**config.mk**
```make
export PLATFORM = sky130hd
export DESIGN_NAME = lhs_top
export DESIGN_NICKNAME = d
export VERILOG_FILES = /design/src/include/lhs_pkg.sv /design/src/verilog/lhs_rx_sampler.sv /design/src/verilog/lhs_top.sv
export SDC_FILE = /design/constraint.sdc
export NUM_CORES = 1
export LEC_CHECK = 0
export ABC_AREA = 1
export BUFFER_PORTS_ARGS = -buffer_cell sky130_fd_sc_hd__buf_2
export CAP_MARGIN = 10
export CORE_MARGIN = 1
export CORE_UTILIZATION = 38
export CTS_BUF_LIST = sky130_fd_sc_hd__clkbuf_16
export CTS_CLUSTER_SIZE = 8
export DETAILED_ROUTE_END_ITERATION = 16
export GPL_ROUTABILITY_DRIVEN = 0
export GPL_TIMING_DRIVEN = 1
export PLACE_DENSITY = 0.49
export SLEW_MARGIN = 0
export SYNTH_ARGS = -nofsm -noshare
export SYNTH_HDL_FRONTEND = slang
export SYNTH_SLANG_ARGS = --single-unit
```
**constraint.sdc**
```tcl
create_clock -name core_clk -period 7.3 [get_ports core_clk]
set_input_delay 1.095 -clock core_clk [delete_from_list [all_inputs] [get_ports core_clk]]
set_output_delay 1.095 -clock core_clk [all_outputs]
set_load 0.1 [all_outputs]
```
**src/include/lhs_pkg.sv**
```systemverilog
// Package for the LIN slave header and baud synchroniser.
// Assumes one core clock and a plain strobe register port with 8-bit data.
package lhs_pkg;
	localparam int ADDR_W = 3;
	localparam int DATA_W = 8;
	localparam logic [2:0] OFF_CTRL = 3'h0;
	localparam logic [2:0] OFF_STATUS = 3'h1;
	localparam logic [2:0] OFF_DATA = 3'h2;
	localparam logic [2:0] OFF_MANT = 3'h3;
	localparam logic [2:0] OFF_FRAC = 3'h4;
	localparam logic [2:0] OFF_HLEN = 3'h5;
	localparam logic [2:0] OFF_PRESC = 3'h6;
	localparam int CTRL_LSF = 0;
	localparam int CTRL_HDM = 1;
	localparam int CTRL_ASE = 2;
	localparam int CTRL_FOL = 3;
	localparam int CTRL_LIN = 4;
	localparam int CTRL_DUM = 5;
	localparam int CTRL_MUTE = 6;
	localparam int ST_FE = 0;
	localparam int ST_HE = 1;
	localparam int ST_RDRF = 2;
	localparam int ST_HDF = 3;
	localparam int ST_BLK = 4;
	localparam logic [11:0] DIV_RST = 12'h100;
	localparam logic [7:0] PRESC_RST = 8'h10;
	localparam logic [5:0] HDR_LIMIT_BITS = 6'h39;
	localparam logic [2:0] SYNC_LAST_EDGE = 3'h4;
	localparam logic [7:0] SYNC_VALUE = 8'h55;
	localparam logic [3:0] OS_LAST = 4'hf;
	localparam logic [3:0] SMP_FIRST = 4'h7;
	localparam logic [3:0] SMP_LAST = 4'h9;
	localparam logic [3:0] BRK_MIN_BITS = 4'hb;
	localparam logic [3:0] CHAR_DOM_BITS = 4'ha;
	localparam logic [12:0] ONE_CLK = 13'h0010;
	typedef struct packed {
		logic mute;
		logic dum;
		logic lin_en;
		logic follower;
		logic ase;
		logic hdm;
	} lhs_ctrl_t;
	typedef struct packed {
		logic vld;
		logic ferr;
		logic brk;
		logic [7:0] data;
	} lhs_char_t;
endpackage

```
**src/verilog/lhs_rx_sampler.sv**
```systemverilog
// Oversampling character receiver with break detection.
// Assumes a synchronised receive line, its falling edge and a 16x tick on the same clock.
`timescale 1ns/100ps
module lhs_rx_sampler import lhs_pkg::*; (
	input wire logic core_clk,
	input wire logic rst_n,
	input wire logic os_tick,
	input wire logic rx_s,
	input wire logic rx_fall,
	input wire logic run,
	output lhs_char_t chr
);
	typedef enum logic [2:0] {SM_IDLE, SM_START, SM_DATA, SM_STOP, SM_BREAK} lhs_sm_t;
	lhs_sm_t state_ff;
	logic [3:0] tick_ff;
	logic [2:0] bit_ff;
	logic [2:0] smp_ff;
	logic [7:0] shift_ff;
	logic [3:0] dom_ff;
	logic maj;
	logic bit_end;

	// Bit value is the majority of the 8th, 9th and 10th samples.
	assign maj = (smp_ff[0] & smp_ff[1]) | (smp_ff[0] & smp_ff[2]) | (smp_ff[1] & smp_ff[2]);
	assign bit_end = os_tick && tick_ff == OS_LAST;

	always_ff @(posedge core_clk or negedge rst_n) begin
		if (!rst_n) begin
			tick_ff <= 4'h0;
			smp_ff <= 3'h0;
		end else if (state_ff == SM_IDLE) begin
			tick_ff <= 4'h0; // Phase restarts at each start edge.
		end else if (os_tick) begin
			tick_ff <= tick_ff + 4'h1; // Sixteen samples per bit.
			if (tick_ff >= SMP_FIRST && tick_ff <= SMP_LAST) begin
				smp_ff <= {smp_ff[1:0], rx_s};
			end
		end
	end

	always_ff @(posedge core_clk or negedge rst_n) begin
		if (!rst_n) begin
			state_ff <= SM_IDLE;
			bit_ff <= 3'h0;
			shift_ff <= 8'h00;
			dom_ff <= 4'h0;
			chr <= '0;
		end else begin
			chr.vld <= 1'b0;
			chr.brk <= 1'b0;
			if (!run) begin
				state_ff <= SM_IDLE;
			end else begin
				case (state_ff)
					SM_IDLE: begin
						if (rx_fall) begin
							state_ff <= SM_START;
						end
					end
					SM_START: begin
						if (bit_end) begin
							state_ff <= maj ? SM_IDLE : SM_DATA;
							bit_ff <= 3'h0;
						end
					end
					SM_DATA: begin
						if (bit_end) begin
							shift_ff <= {maj, shift_ff[7:1]};
							bit_ff <= bit_ff + 3'h1;
							if (bit_ff == 3'h7) begin
								state_ff <= SM_STOP;
							end
						end
					end
					SM_STOP: begin
						if (bit_end) begin
							if (!maj && shift_ff == 8'h00) begin
								state_ff <= SM_BREAK;
								dom_ff <= CHAR_DOM_BITS;
							end else begin
								state_ff <= SM_IDLE;
								chr.vld <= 1'b1;
								chr.ferr <= ~maj;
								chr.data <= shift_ff;
							end
						end
					end
					SM_BREAK: begin
						if (bit_end) begin
							if (!maj) begin
								dom_ff <= (dom_ff == 4'hf) ? dom_ff : dom_ff + 4'h1;
							end else begin
								// A break is 11 or more dominant bits closed by a recessive bit.
								state_ff <= SM_IDLE;
								chr.data <= 8'h00;
								if (dom_ff >= BRK_MIN_BITS) begin
									chr.brk <= 1'b1;
								end else begin
									chr.vld <= 1'b1;
									chr.ferr <= 1'b1;
								end
							end
						end
					end
					default: begin
						state_ff <= SM_IDLE;
					end
				endcase
			end
		end
	end
endmodule

```
**src/verilog/lhs_top.sv**
```systemverilog
// LIN slave header supervision, synch field measurement and baud generation.
// Assumes a receive pin from a LIN transceiver and a strobe register port on core_clk.
// Function
// - Header time is supervised only with identifier detection or auto synch enabled.
// - Header lasting over 57 slave bit times sets the header error flag.
// - Header timeout counter restarts at every detected break.
// - Counter stops on identifier, other header error, or lock bit cleared during synch.
// - Timeout during synch with auto synch blocks the block and keeps lock bit set.
// - Other timeouts discard the header and return to break search.
// - Header length is captured for software whenever supervision is active.
// - In mute with identifier detection, header errors flag without waking; search restarts unless a synch measurement error or timeout blocks.
// - In mute, framing errors on ordinary characters are dropped and not flagged.
// - Identifier detection wakes only on valid break, synch and identifier, in time.
// - Identifier parity never blocks wake-up.
// - Auto synch counts clocks across five falling edges into a 15-bit register.
// - At the fifth edge a measured divider within tolerance of the nominal loads active and readable divider.
// - Character reception is halted while the synch field is measured.
// - Slave mode uses one shared baud of clock over 16 times active divider.
// - Divider is 8-bit mantissa plus 4-bit fraction, unsigned fixed point.
// - Master mode takes its baud from the prescaler instead.
// - Nominal, measured and active divider copies are kept.
// - Simultaneous software and measurement update gives the nominal value with update method clear, the measured value with it set.
// - Each bit is sampled 16 times; samples 8 to 10 decide it.
// - Sampling phase realigns at each start bit.
// - Synch measurement covers eight bit times with clocked counter and edge detect.
// - Update method clear applies mantissa writes at once, set at next character.
// - Header error clears by status read then data read, lock bit first.
//
// Added by the designer: strobed register access and the register addresses.
`timescale 1ns/100ps
module lhs_top import lhs_pkg::*; (
	input wire logic core_clk,
	input wire logic nrst,
	input wire logic rx_data_in,
	input wire logic [ADDR_W-1:0] reg_addr,
	input wire logic [DATA_W-1:0] reg_wdata,
	input wire logic reg_wr,
	input wire logic reg_rd,
	output logic [DATA_W-1:0] reg_rdata,
	output logic baud_tick
);
	typedef enum logic [2:0] {HS_HUNT, HS_MEAS, HS_SYNCCHR, HS_IDCHR, HS_BLOCKED} lhs_hs_t;
	logic [1:0] rst_sync_ff;
	logic rst_n;
	logic [2:0] rx_sync_ff;
	logic rx_s;
	logic rx_fall;
	lhs_ctrl_t ctrl_ff;
	logic sync_field_lock_bit_ff;
	logic header_error_flag_ff;
	logic framing_error_flag_ff;
	logic rdrf_ff;
	logic hdf_ff;
	logic [7:0] data_ff;
	logic [7:0] presc_ff;
	logic [11:0] nominal_divider_ff;
	logic [11:0] active_divider_ff;
	logic [11:0] measured_divider;
	logic [7:0] header_length_reg_ff;
	logic stat_seen_ff;
	logic [12:0] acc_ff;
	logic [12:0] acc_sum;
	logic [11:0] div_sel;
	logic [3:0] os_cnt_ff;
	logic bit_tick;
	lhs_hs_t hs_ff;
	logic hdr_run_ff;
	logic [5:0] hdr_cnt_ff;
	logic [2:0] edge_ff;
	logic [14:0] sync_measure_count_ff;
	logic meas_ovf_ff;
	lhs_char_t chr;
	logic slave;
	logic sup;
	logic samp_run;
	logic wr_ctrl;
	logic wr_mant;
	logic lsf_sw_clr;
	logic clr_seq;
	logic tmo;
	logic meas_done;
	logic meas_bad;
	logic meas_load;
	logic [11:0] dev;
	logic [11:0] tol;
	logic hdr_err;
	logic hdr_stop;
	logic id_ok;
	logic xfer;
	logic fe_set;
	logic wake;
	logic pend_ff;

	always_ff @(posedge core_clk or negedge nrst) begin
		if (!nrst) begin
			rst_sync_ff <= 2'b00;
		end else begin
			rst_sync_ff <= {rst_sync_ff[0], 1'b1};
		end
	end
	assign rst_n = rst_sync_ff[1];

	always_ff @(posedge core_clk or negedge rst_n) begin
		if (!rst_n) begin
			rx_sync_ff <= 3'b111;
		end else begin
			rx_sync_ff <= {rx_sync_ff[1:0], rx_data_in};
		end
	end
	assign rx_s = rx_sync_ff[1];
	assign rx_fall = rx_sync_ff[2] & ~rx_sync_ff[1]; // Edge detect on the core clock.

	assign slave = ctrl_ff.lin_en & ctrl_ff.follower;
	assign sup = slave & (ctrl_ff.hdm | ctrl_ff.ase);
	assign wr_ctrl = reg_wr && reg_addr == OFF_CTRL;
	assign wr_mant = reg_wr && reg_addr == OFF_MANT;
	assign lsf_sw_clr = wr_ctrl && !reg_wdata[CTRL_LSF] && sync_field_lock_bit_ff;
	assign clr_seq = reg_rd && reg_addr == OFF_DATA && stat_seen_ff;

	// Slave mode divides by the active divider, master mode by the prescaler.
	assign div_sel = slave ? active_divider_ff : {presc_ff, 4'h0};
	assign acc_sum = acc_ff + ONE_CLK;
	always_ff @(posedge core_clk or negedge rst_n) begin
		if (!rst_n) begin
			acc_ff <= 13'h0000;
			baud_tick <= 1'b0;
		end else if (acc_sum >= {1'b0, div_sel}) begin
			// Fraction has 4 bits, so one clock adds 16 to the accumulator.
			acc_ff <= acc_sum - {1'b0, div_sel};
			baud_tick <= 1'b1;
		end else begin
			acc_ff <= acc_sum;
			baud_tick <= 1'b0;
		end
	end

	always_ff @(posedge core_clk or negedge rst_n) begin
		if (!rst_n) begin
			os_cnt_ff <= 4'h0;
		end else if (baud_tick) begin
			os_cnt_ff <= os_cnt_ff + 4'h1;
		end
	end
	assign bit_tick = baud_tick && os_cnt_ff == OS_LAST;

	// Receiver is halted during measurement and while blocked.
	assign samp_run = !(slave && (hs_ff == HS_MEAS || hs_ff == HS_BLOCKED));
	lhs_rx_sampler u_sampler (
		.core_clk(core_clk),
		.rst_n(rst_n),
		.os_tick(baud_tick),
		.rx_s(rx_s),
		.rx_fall(rx_fall),
		.run(samp_run),
		.chr(chr)
	);

	assign tmo = hdr_run_ff && sup && bit_tick && hdr_cnt_ff == HDR_LIMIT_BITS;
	assign measured_divider = sync_measure_count_ff[14:3]; // Eight bits of 16 ticks each.
	assign dev = (measured_divider > nominal_divider_ff) ? measured_divider - nominal_divider_ff :
		nominal_divider_ff - measured_divider;
	assign tol = {3'h0, nominal_divider_ff[11:3]} + {5'h00, nominal_divider_ff[11:5]};
	assign meas_done = hs_ff == HS_MEAS && rx_fall && edge_ff == SYNC_LAST_EDGE && !tmo;
	assign meas_bad = meas_ovf_ff || dev > tol;
	assign meas_load = meas_done && !meas_bad;
	assign id_ok = hs_ff == HS_IDCHR && chr.vld && !chr.ferr; // Parity plays no part.
	assign hdr_err = (meas_done && meas_bad) ||
		(hs_ff == HS_SYNCCHR && chr.vld && (chr.ferr || chr.data != SYNC_VALUE)) ||
		(hs_ff == HS_IDCHR && chr.vld && chr.ferr);
	assign hdr_stop = id_ok || hdr_err || (lsf_sw_clr && hs_ff == HS_MEAS);
	assign wake = slave && ((chr.brk && !ctrl_ff.hdm) || (id_ok && ctrl_ff.hdm));
	assign xfer = slave ? ((chr.brk && !ctrl_ff.hdm) || (id_ok && ctrl_ff.hdm) ||
		(hs_ff == HS_HUNT && chr.vld && !ctrl_ff.mute) ||
		(hs_ff == HS_SYNCCHR && chr.vld && !ctrl_ff.mute && !ctrl_ff.hdm && !hdr_err) ||
		(hs_ff == HS_IDCHR && chr.vld && !ctrl_ff.mute && !ctrl_ff.hdm)) :
		(chr.vld && !ctrl_ff.mute);
	assign fe_set = chr.vld && chr.ferr && !ctrl_ff.mute;

	always_ff @(posedge core_clk or negedge rst_n) begin
		if (!rst_n) begin
			hs_ff <= HS_HUNT;
		end else if (!slave) begin
			hs_ff <= HS_HUNT;
		end else begin
			case (hs_ff)
				HS_BLOCKED: begin
					if (lsf_sw_clr) begin
						hs_ff <= HS_HUNT;
					end
				end
				HS_MEAS: begin
					if (tmo && ctrl_ff.ase) begin
						hs_ff <= HS_BLOCKED;
					end else if (lsf_sw_clr) begin
						hs_ff <= HS_HUNT;
					end else if (meas_done) begin
						hs_ff <= meas_bad ? HS_BLOCKED : HS_IDCHR;
					end
				end
				default: begin
					if (chr.brk) begin
						hs_ff <= ctrl_ff.ase ? HS_MEAS : HS_SYNCCHR;
					end else if (tmo || hdr_err || id_ok) begin
						hs_ff <= HS_HUNT; // Header discarded, break search resumes.
					end else if (hs_ff == HS_SYNCCHR && chr.vld) begin
						hs_ff <= HS_IDCHR;
					end
				end
			endcase
		end
	end

	always_ff @(posedge core_clk or negedge rst_n) begin
		if (!rst_n) begin
			hdr_run_ff <= 1'b0;
			hdr_cnt_ff <= 6'h00;
			header_length_reg_ff <= 8'h00;
		end else begin
			if (slave && chr.brk && hs_ff != HS_BLOCKED) begin
				hdr_run_ff <= 1'b1;
				hdr_cnt_ff <= 6'h00;
			end else if (tmo || hdr_stop) begin
				hdr_run_ff <= 1'b0;
				if (sup) begin
					header_length_reg_ff <= {2'b00, hdr_cnt_ff} + {7'h00, tmo};
				end
			end else if (hdr_run_ff && bit_tick) begin
				hdr_cnt_ff <= hdr_cnt_ff + 6'h01;
			end
		end
	end

	always_ff @(posedge core_clk or negedge rst_n) begin
		if (!rst_n) begin
			edge_ff <= 3'h0;
			sync_measure_count_ff <= 15'h0000;
			meas_ovf_ff <= 1'b0;
		end else if (hs_ff != HS_MEAS) begin
			edge_ff <= 3'h0;
			meas_ovf_ff <= 1'b0;
		end else begin
			if (rx_fall) begin
				edge_ff <= edge_ff + 3'h1;
			end
			if (rx_fall && edge_ff == 3'h0) begin
				// The first edge cycle counts, so the span covers every cycle up to the fifth edge.
				sync_measure_count_ff <= 15'h0001;
			end else if (edge_ff != 3'h0 && !meas_done) begin
				if (sync_measure_count_ff == 15'h7fff) begin
					meas_ovf_ff <= 1'b1;
				end else begin
					sync_measure_count_ff <= sync_measure_count_ff + 15'h0001;
				end
			end
		end
	end

	always_ff @(posedge core_clk or negedge rst_n) begin
		if (!rst_n) begin
			nominal_divider_ff <= DIV_RST;
			active_divider_ff <= DIV_RST;
			pend_ff <= 1'b0;
			presc_ff <= PRESC_RST;
		end else begin
			if (reg_wr && reg_addr == OFF_FRAC) begin
				nominal_divider_ff[3:0] <= reg_wdata[3:0];
			end
			if (wr_mant) begin
				nominal_divider_ff[11:4] <= reg_wdata;
			end
			if (reg_wr && reg_addr == OFF_PRESC) begin
				presc_ff <= reg_wdata;
			end
			if (wr_mant && ctrl_ff.dum) begin
				pend_ff <= 1'b1;
			end else if (xfer || !ctrl_ff.dum) begin
				pend_ff <= 1'b0;
			end
			// Software value wins over a same-cycle measurement only with the update method bit clear.
			if (wr_mant && !ctrl_ff.dum) begin
				active_divider_ff <= {reg_wdata, nominal_divider_ff[3:0]};
			end else if (xfer && pend_ff) begin
				active_divider_ff <= nominal_divider_ff;
			end else if (meas_load && ctrl_ff.ase) begin
				active_divider_ff <= measured_divider;
			end
		end
	end

	always_ff @(posedge core_clk or negedge rst_n) begin
		if (!rst_n) begin
			ctrl_ff <= '0;
		end else begin
			if (wr_ctrl) begin
				ctrl_ff.hdm <= reg_wdata[CTRL_HDM];
				ctrl_ff.ase <= reg_wdata[CTRL_ASE];
				ctrl_ff.follower <= reg_wdata[CTRL_FOL];
				ctrl_ff.lin_en <= reg_wdata[CTRL_LIN];
			end
			if (xfer && slave) begin
				ctrl_ff.dum <= 1'b0;
			end else if (wr_ctrl) begin
				ctrl_ff.dum <= reg_wdata[CTRL_DUM];
			end
			if (wake) begin
				ctrl_ff.mute <= 1'b0; // Header errors never reach here.
			end else if (wr_ctrl) begin
				ctrl_ff.mute <= reg_wdata[CTRL_MUTE];
			end
		end
	end

	always_ff @(posedge core_clk or negedge rst_n) begin
		if (!rst_n) begin
			sync_field_lock_bit_ff <= 1'b0;
		end else if ((slave && chr.brk && ctrl_ff.ase && hs_ff != HS_BLOCKED) || (tmo && hs_ff == HS_MEAS)) begin
			sync_field_lock_bit_ff <= 1'b1;
		end else if (meas_load || lsf_sw_clr) begin
			sync_field_lock_bit_ff <= 1'b0;
		end
	end

	always_ff @(posedge core_clk or negedge rst_n) begin
		if (!rst_n) begin
			header_error_flag_ff <= 1'b0;
			framing_error_flag_ff <= 1'b0;
			rdrf_ff <= 1'b0;
			hdf_ff <= 1'b0;
			data_ff <= 8'h00;
			stat_seen_ff <= 1'b0;
		end else begin
			if (tmo || hdr_err) begin
				header_error_flag_ff <= 1'b1;
			end else if (clr_seq && !sync_field_lock_bit_ff) begin
				header_error_flag_ff <= 1'b0;
			end
			if (fe_set) begin
				framing_error_flag_ff <= 1'b1;
			end else if (clr_seq) begin
				framing_error_flag_ff <= 1'b0;
			end
			if (xfer) begin
				rdrf_ff <= 1'b1;
				data_ff <= chr.data;
			end else if (reg_rd && reg_addr == OFF_DATA) begin
				rdrf_ff <= 1'b0;
			end
			if (wake) begin
				hdf_ff <= 1'b1;
			end else if (wr_ctrl) begin
				hdf_ff <= 1'b0;
			end
			if (reg_rd && reg_addr == OFF_STATUS) begin
				stat_seen_ff <= 1'b1;
			end else if (reg_rd && reg_addr == OFF_DATA) begin
				stat_seen_ff <= 1'b0;
			end
		end
	end

	always_ff @(posedge core_clk or negedge rst_n) begin
		if (!rst_n) begin
			reg_rdata <= 8'h00;
		end else if (reg_rd) begin
			if (reg_addr == OFF_CTRL) begin
				reg_rdata <= {1'b0, ctrl_ff.mute, ctrl_ff.dum, ctrl_ff.lin_en, ctrl_ff.follower,
					ctrl_ff.ase, ctrl_ff.hdm, sync_field_lock_bit_ff};
			end else if (reg_addr == OFF_STATUS) begin
				reg_rdata <= {3'h0, hs_ff == HS_BLOCKED, hdf_ff, rdrf_ff, header_error_flag_ff,
					framing_error_flag_ff};
			end else if (reg_addr == OFF_DATA) begin
				reg_rdata <= data_ff;
			end else if (reg_addr == OFF_MANT) begin
				reg_rdata <= active_divider_ff[11:4];
			end else if (reg_addr == OFF_FRAC) begin
				reg_rdata <= {4'h0, active_divider_ff[3:0]};
			end else if (reg_addr == OFF_HLEN) begin
				reg_rdata <= header_length_reg_ff;
			end else if (reg_addr == OFF_PRESC) begin
				reg_rdata <= presc_ff;
			end else begin
				reg_rdata <= 8'h00;
			end
		end else begin
			reg_rdata <= 8'h00;
		end
	end
endmodule

```
==> metrics.txt <==
RSZ-0062 raised after global routing=no; number of buffers inserted by post-CTS setup repair=0; Net Count, Synth=1402; Clock Power Share=22.0%; # hold bufs at CTS=0; Worst-Skew Late Latency=0.43 ns; number of gates resized after CTS=0; total die area=0.02711 mm2; number of I/O port buffers=24; global-route wire length before repair=43.00 mm; Seq cells post-synth=156; Max Root-Sink Buffers=2; vias in the first global route=8178; setup tns final=0 ns; static leakage power=5.494 nW; largest net degree at the start of global routing=57; final wirelength=26.06 mm; Final Hold Viols=0; Critical Path, Cell by Cell=inv_1 > ha_1 > nand2_1 > nor2_2 > nand3_2 > nand3_2 > nand2_4 > o31ai_1 > o211ai_1 > xnor2_1 > inv_1 > ha_1 > nand4_1 > nor2_1 > nand4_1 > a21oi_1 > nand2_2 > nor2_1 > nand2_1 > nand3_4 > nand2_1 > nor2_1 > nor2_1; total power draw=0.004194 W; standard cell with the maximum stage delay on the critical path=sky130_fd_sc_hd__dfstp_2; via density per instance=~4.9; classification of the worst-slack hold path=flop to flop; total of endpoints with negative setup slack in the final report=0; Hold Path Cell Cnt=0; cell area reported after detailed placement=~0.011 mm2; final standard cell area without fillers=around 0.011 mm2; smallest hold slack=0.3534 ns; result of the run=completed; number of fillers in the final layout=2697; critical setup path kind=flop to flop; DRC Markers=0; layout overhead on the synthesized area=10.91%; Horiz. Die Dim=164.7 um; NetSw=approximately 0.0019 W; non-filler cells in the finished layout=1696; number of max-slew violations in the final report=0; internal power summed over all cells=0.002332 W; Worst Setup Start Kind=flop; total overflow reported by the global router=0; CP max stage delay=between 0.5 and 0.6 ns; reg2reg end=active_divider_ff[7]; most common cell type on the critical path=sky130_fd_sc_hd__nor2_1; peak clock frequency supported by timing=0.2142 GHz; final HPWL from detailed placement=20.61 mm; Site Rows=59; Clock H-tree levels=4; synthesized netlist cell count=1315; fin nets=1435; sequential share of the synthesized area=just under 40%; power per standard cell area=376.2 mW/mm2; FF+latch area=0.003915 mm2; share of total power in combinational logic=46.3%; CTS tree=built; proportion of register bits with asynchronous set or reset after synthesis=100.0%; Sw Ratio=44.40%; antenna viol nets, final=0; sequential share of power=about a third; peak supply drop=0.1747 mV; share of post-route cells with drive strength above 1=under 10%; post-route minimum period=approximately 4.7 ns; sink count of the clock tree=156; vertical die dimension=164.7 um; detailed-router iteration count before antenna repair=5; number of flops mapped to enable cells by yosys=0; launch instance of the worst min-delay path=rst_sync_ff[0]; worst clock skew on the final layout=0.009548 ns; CP Data Arrival Time=about 5 ns; # Max-Cap Violations=0; max_slew headroom=49.68%; post-placement cell count=1664; maximum fanout along the worst path=19; initial standard-cell utilization of the core=38.69%; core footprint=0.02598 mm2; DR WL/cell=around 15 um; final clock period utilization by the worst path=63.96%; clock-pin transition on the worst setup and hold timing paths=0.07 ns; start of the worst register-to-register path=nominal_divider_ff[8]; number of placed I/O pins=25; # diodes=0; critical path endpoint category=flop; main flop type after synthesis=sky130_fd_sc_hd__dfrtp_1; Synth Cell Area=0.01005 mm2; routed vias=8368; total global-route track usage=20.51%; area of combinational cells with multiple inputs=0.005255 mm2; count of warnings emitted by yosys=0; number of antenna violations at the first check in global routing=0; Clk Tree Root Cell=sky130_fd_sc_hd__clkbuf_16; DRC violation total after the first TritonRoute iteration=519; Slew @ Worst Pin=approximately 0.75 ns; Register-to-Register Setup Slack=around 2.6 ns; Distinct cells, synth=56; Worst Hold End=rst_sync_ff[1]; critical path data required time=around 7.6 ns; synthesized area per cell=approximately 7.6 um2; TritonCTS Buffers=17; depth of the worst register-to-register path=23
==> critical path, delay by kind of cell, from the launching register on <==
kind / cells / cell delay (ns)
xor gates and xnor gates: 1 / 0.16
and+or+nand+nor: 15 / 2.21
DFF: 1 / 0.56
adders and majority gates: 2 / 0.69
buffers and inverters: 2 / 0.14
AOI/OAI and AO/OA: 3 / 0.81
==> cells in the mapped netlist (all sizes together), types with 11 or more instances <==
| master | instances | share of area [%] |
|---|---|---|
| o21ai | 124 | 6.2 |
| nand3 | 61 | 3.7 |
| ha | 67 | 8.3 |
| clkbuf | 11 | 0.44 |
| nand4 | 19 | 1.2 |
| inv | 209 | 7.8 |
| nand2 | 311 | 12 |
| dfrtp | 150 | 37 |
| a21oi | 78 | 4.0 |
| nor3 | 29 | 1.7 |
| xor2 | 32 | 2.8 |
| nor2 | 129 | 5.4 |
==> flip-flops by register name, summed over array words and instances (netlist names), 2 cells and up <==
signal,flops
sync_measure_count_ff,15
acc_ff,13
active_divider_ff,12
nominal_divider_ff,12
u_sampler.chr,11
data_ff,8
presc_ff,8
reg_rdata,8
u_sampler.shift_ff,8
header_length_reg_ff,7
ctrl_ff,6
hdr_cnt_ff,6
os_cnt_ff,4
u_sampler.dom_ff,4
u_sampler.tick_ff,4
edge_ff,3
hs_ff,3
rx_sync_ff,3
u_sampler.bit_ff,3
u_sampler.smp_ff,3
u_sampler.state_ff,3
rst_sync_ff,2
==> layout make-up <==
class,count,share of cell area (%)
multi-input combinational,931,47.13
sequential,156,35.11
inverter,213,7.170
clock buffer,17,3.815
tap,335,3.759
clock inverter,15,1.605
timing repair buffer,29,1.414
==> cells in the final DEF (no fill, tap or decap), types with 6 or more instances in the layout <==
| master | n |
|---|---|
| sky130_fd_sc_hd__nand2_1 | 299 |
| sky130_fd_sc_hd__inv_1 | 200 |
| sky130_fd_sc_hd__dfrtp_1 | 149 |
| sky130_fd_sc_hd__o21ai_0 | 112 |
| sky130_fd_sc_hd__nor2_1 | 105 |
| sky130_fd_sc_hd__a21oi_1 | 76 |
| sky130_fd_sc_hd__ha_1 | 67 |
| sky130_fd_sc_hd__nand3_1 | 54 |
| sky130_fd_sc_hd__xor2_1 | 32 |
| sky130_fd_sc_hd__nor3_1 | 26 |
| sky130_fd_sc_hd__nor2_2 | 24 |
| sky130_fd_sc_hd__buf_2 | 24 |
| sky130_fd_sc_hd__nand4_1 | 19 |
| sky130_fd_sc_hd__clkbuf_16 | 17 |
| sky130_fd_sc_hd__nand2_2 | 10 |
| sky130_fd_sc_hd__xnor2_1 | 10 |
| sky130_fd_sc_hd__o21ai_1 | 10 |
| sky130_fd_sc_hd__inv_2 | 9 |
| sky130_fd_sc_hd__o211ai_1 | 8 |
| sky130_fd_sc_hd__dfstp_2 | 6 |
==> kinds of logic after synthesis <==
logic type,synth area share (%)
AND/OR/NAND/NOR,24.87
buffers and inverters,8.824
flip-flops,38.90
other,0.03730
multiplexers,0.5227
adder cells (fa/ha/maj),9.135
XOR/XNOR,3.659
AO/OA/AOI/OAI,14.05
==> power groups by stage <==
stage | clock [W] | sequential [W] | combinational (W)
after detailed placement | 0 | 0.00135 | 0.00195
final | 0.000923 | 0.00133 | 0.00194
after global routing | 0.000984 | 0.00136 | 0.00226
after global placement | 0 | 0.00135 | 0.00195
after floorplan | 0 | 0.00131 | 0.00148
after CTS | 0.000950 | 0.00133 | 0.00196
==> worst max-delay path by stage <==
stage	from	end	slack [ns]	cells after the start
2_1_floorplan	rst_sync_ff[1]	acc_ff[0]	2.64	0
3_3_place_gp	nominal_divider_ff[8]	active_divider_ff[7]	2.74	23
3_5_place_dp	nominal_divider_ff[8]	active_divider_ff[6]	2.70	23
4_1_cts	nominal_divider_ff[8]	active_divider_ff[6]	2.68	23
5_1_grt	nominal_divider_ff[8]	active_divider_ff[4]	2.17	25
6_report	nominal_divider_ff[8]	active_divider_ff[7]	2.63	23
==> layer usage <==
metal | GRT usage (%) | part of all wire (%)
met5 | 0 | 0
met3 | 3.340 | 3.2
met2 | 33.29 | 47
met4 | 4.003 | 0.95
met1 | 28.77 | 49
==> per-stage QoR <==
step | setup slack (ns) | utilization, %
floorplan | 2.642 | -
global placement | 2.745 | 40.59
detailed placement | 2.700 | 40.59
CTS | 2.676 | 42.91
global route | 2.171 | 42.91
finish | 2.631 | 42.91
(Power assumes the default switching activity.)
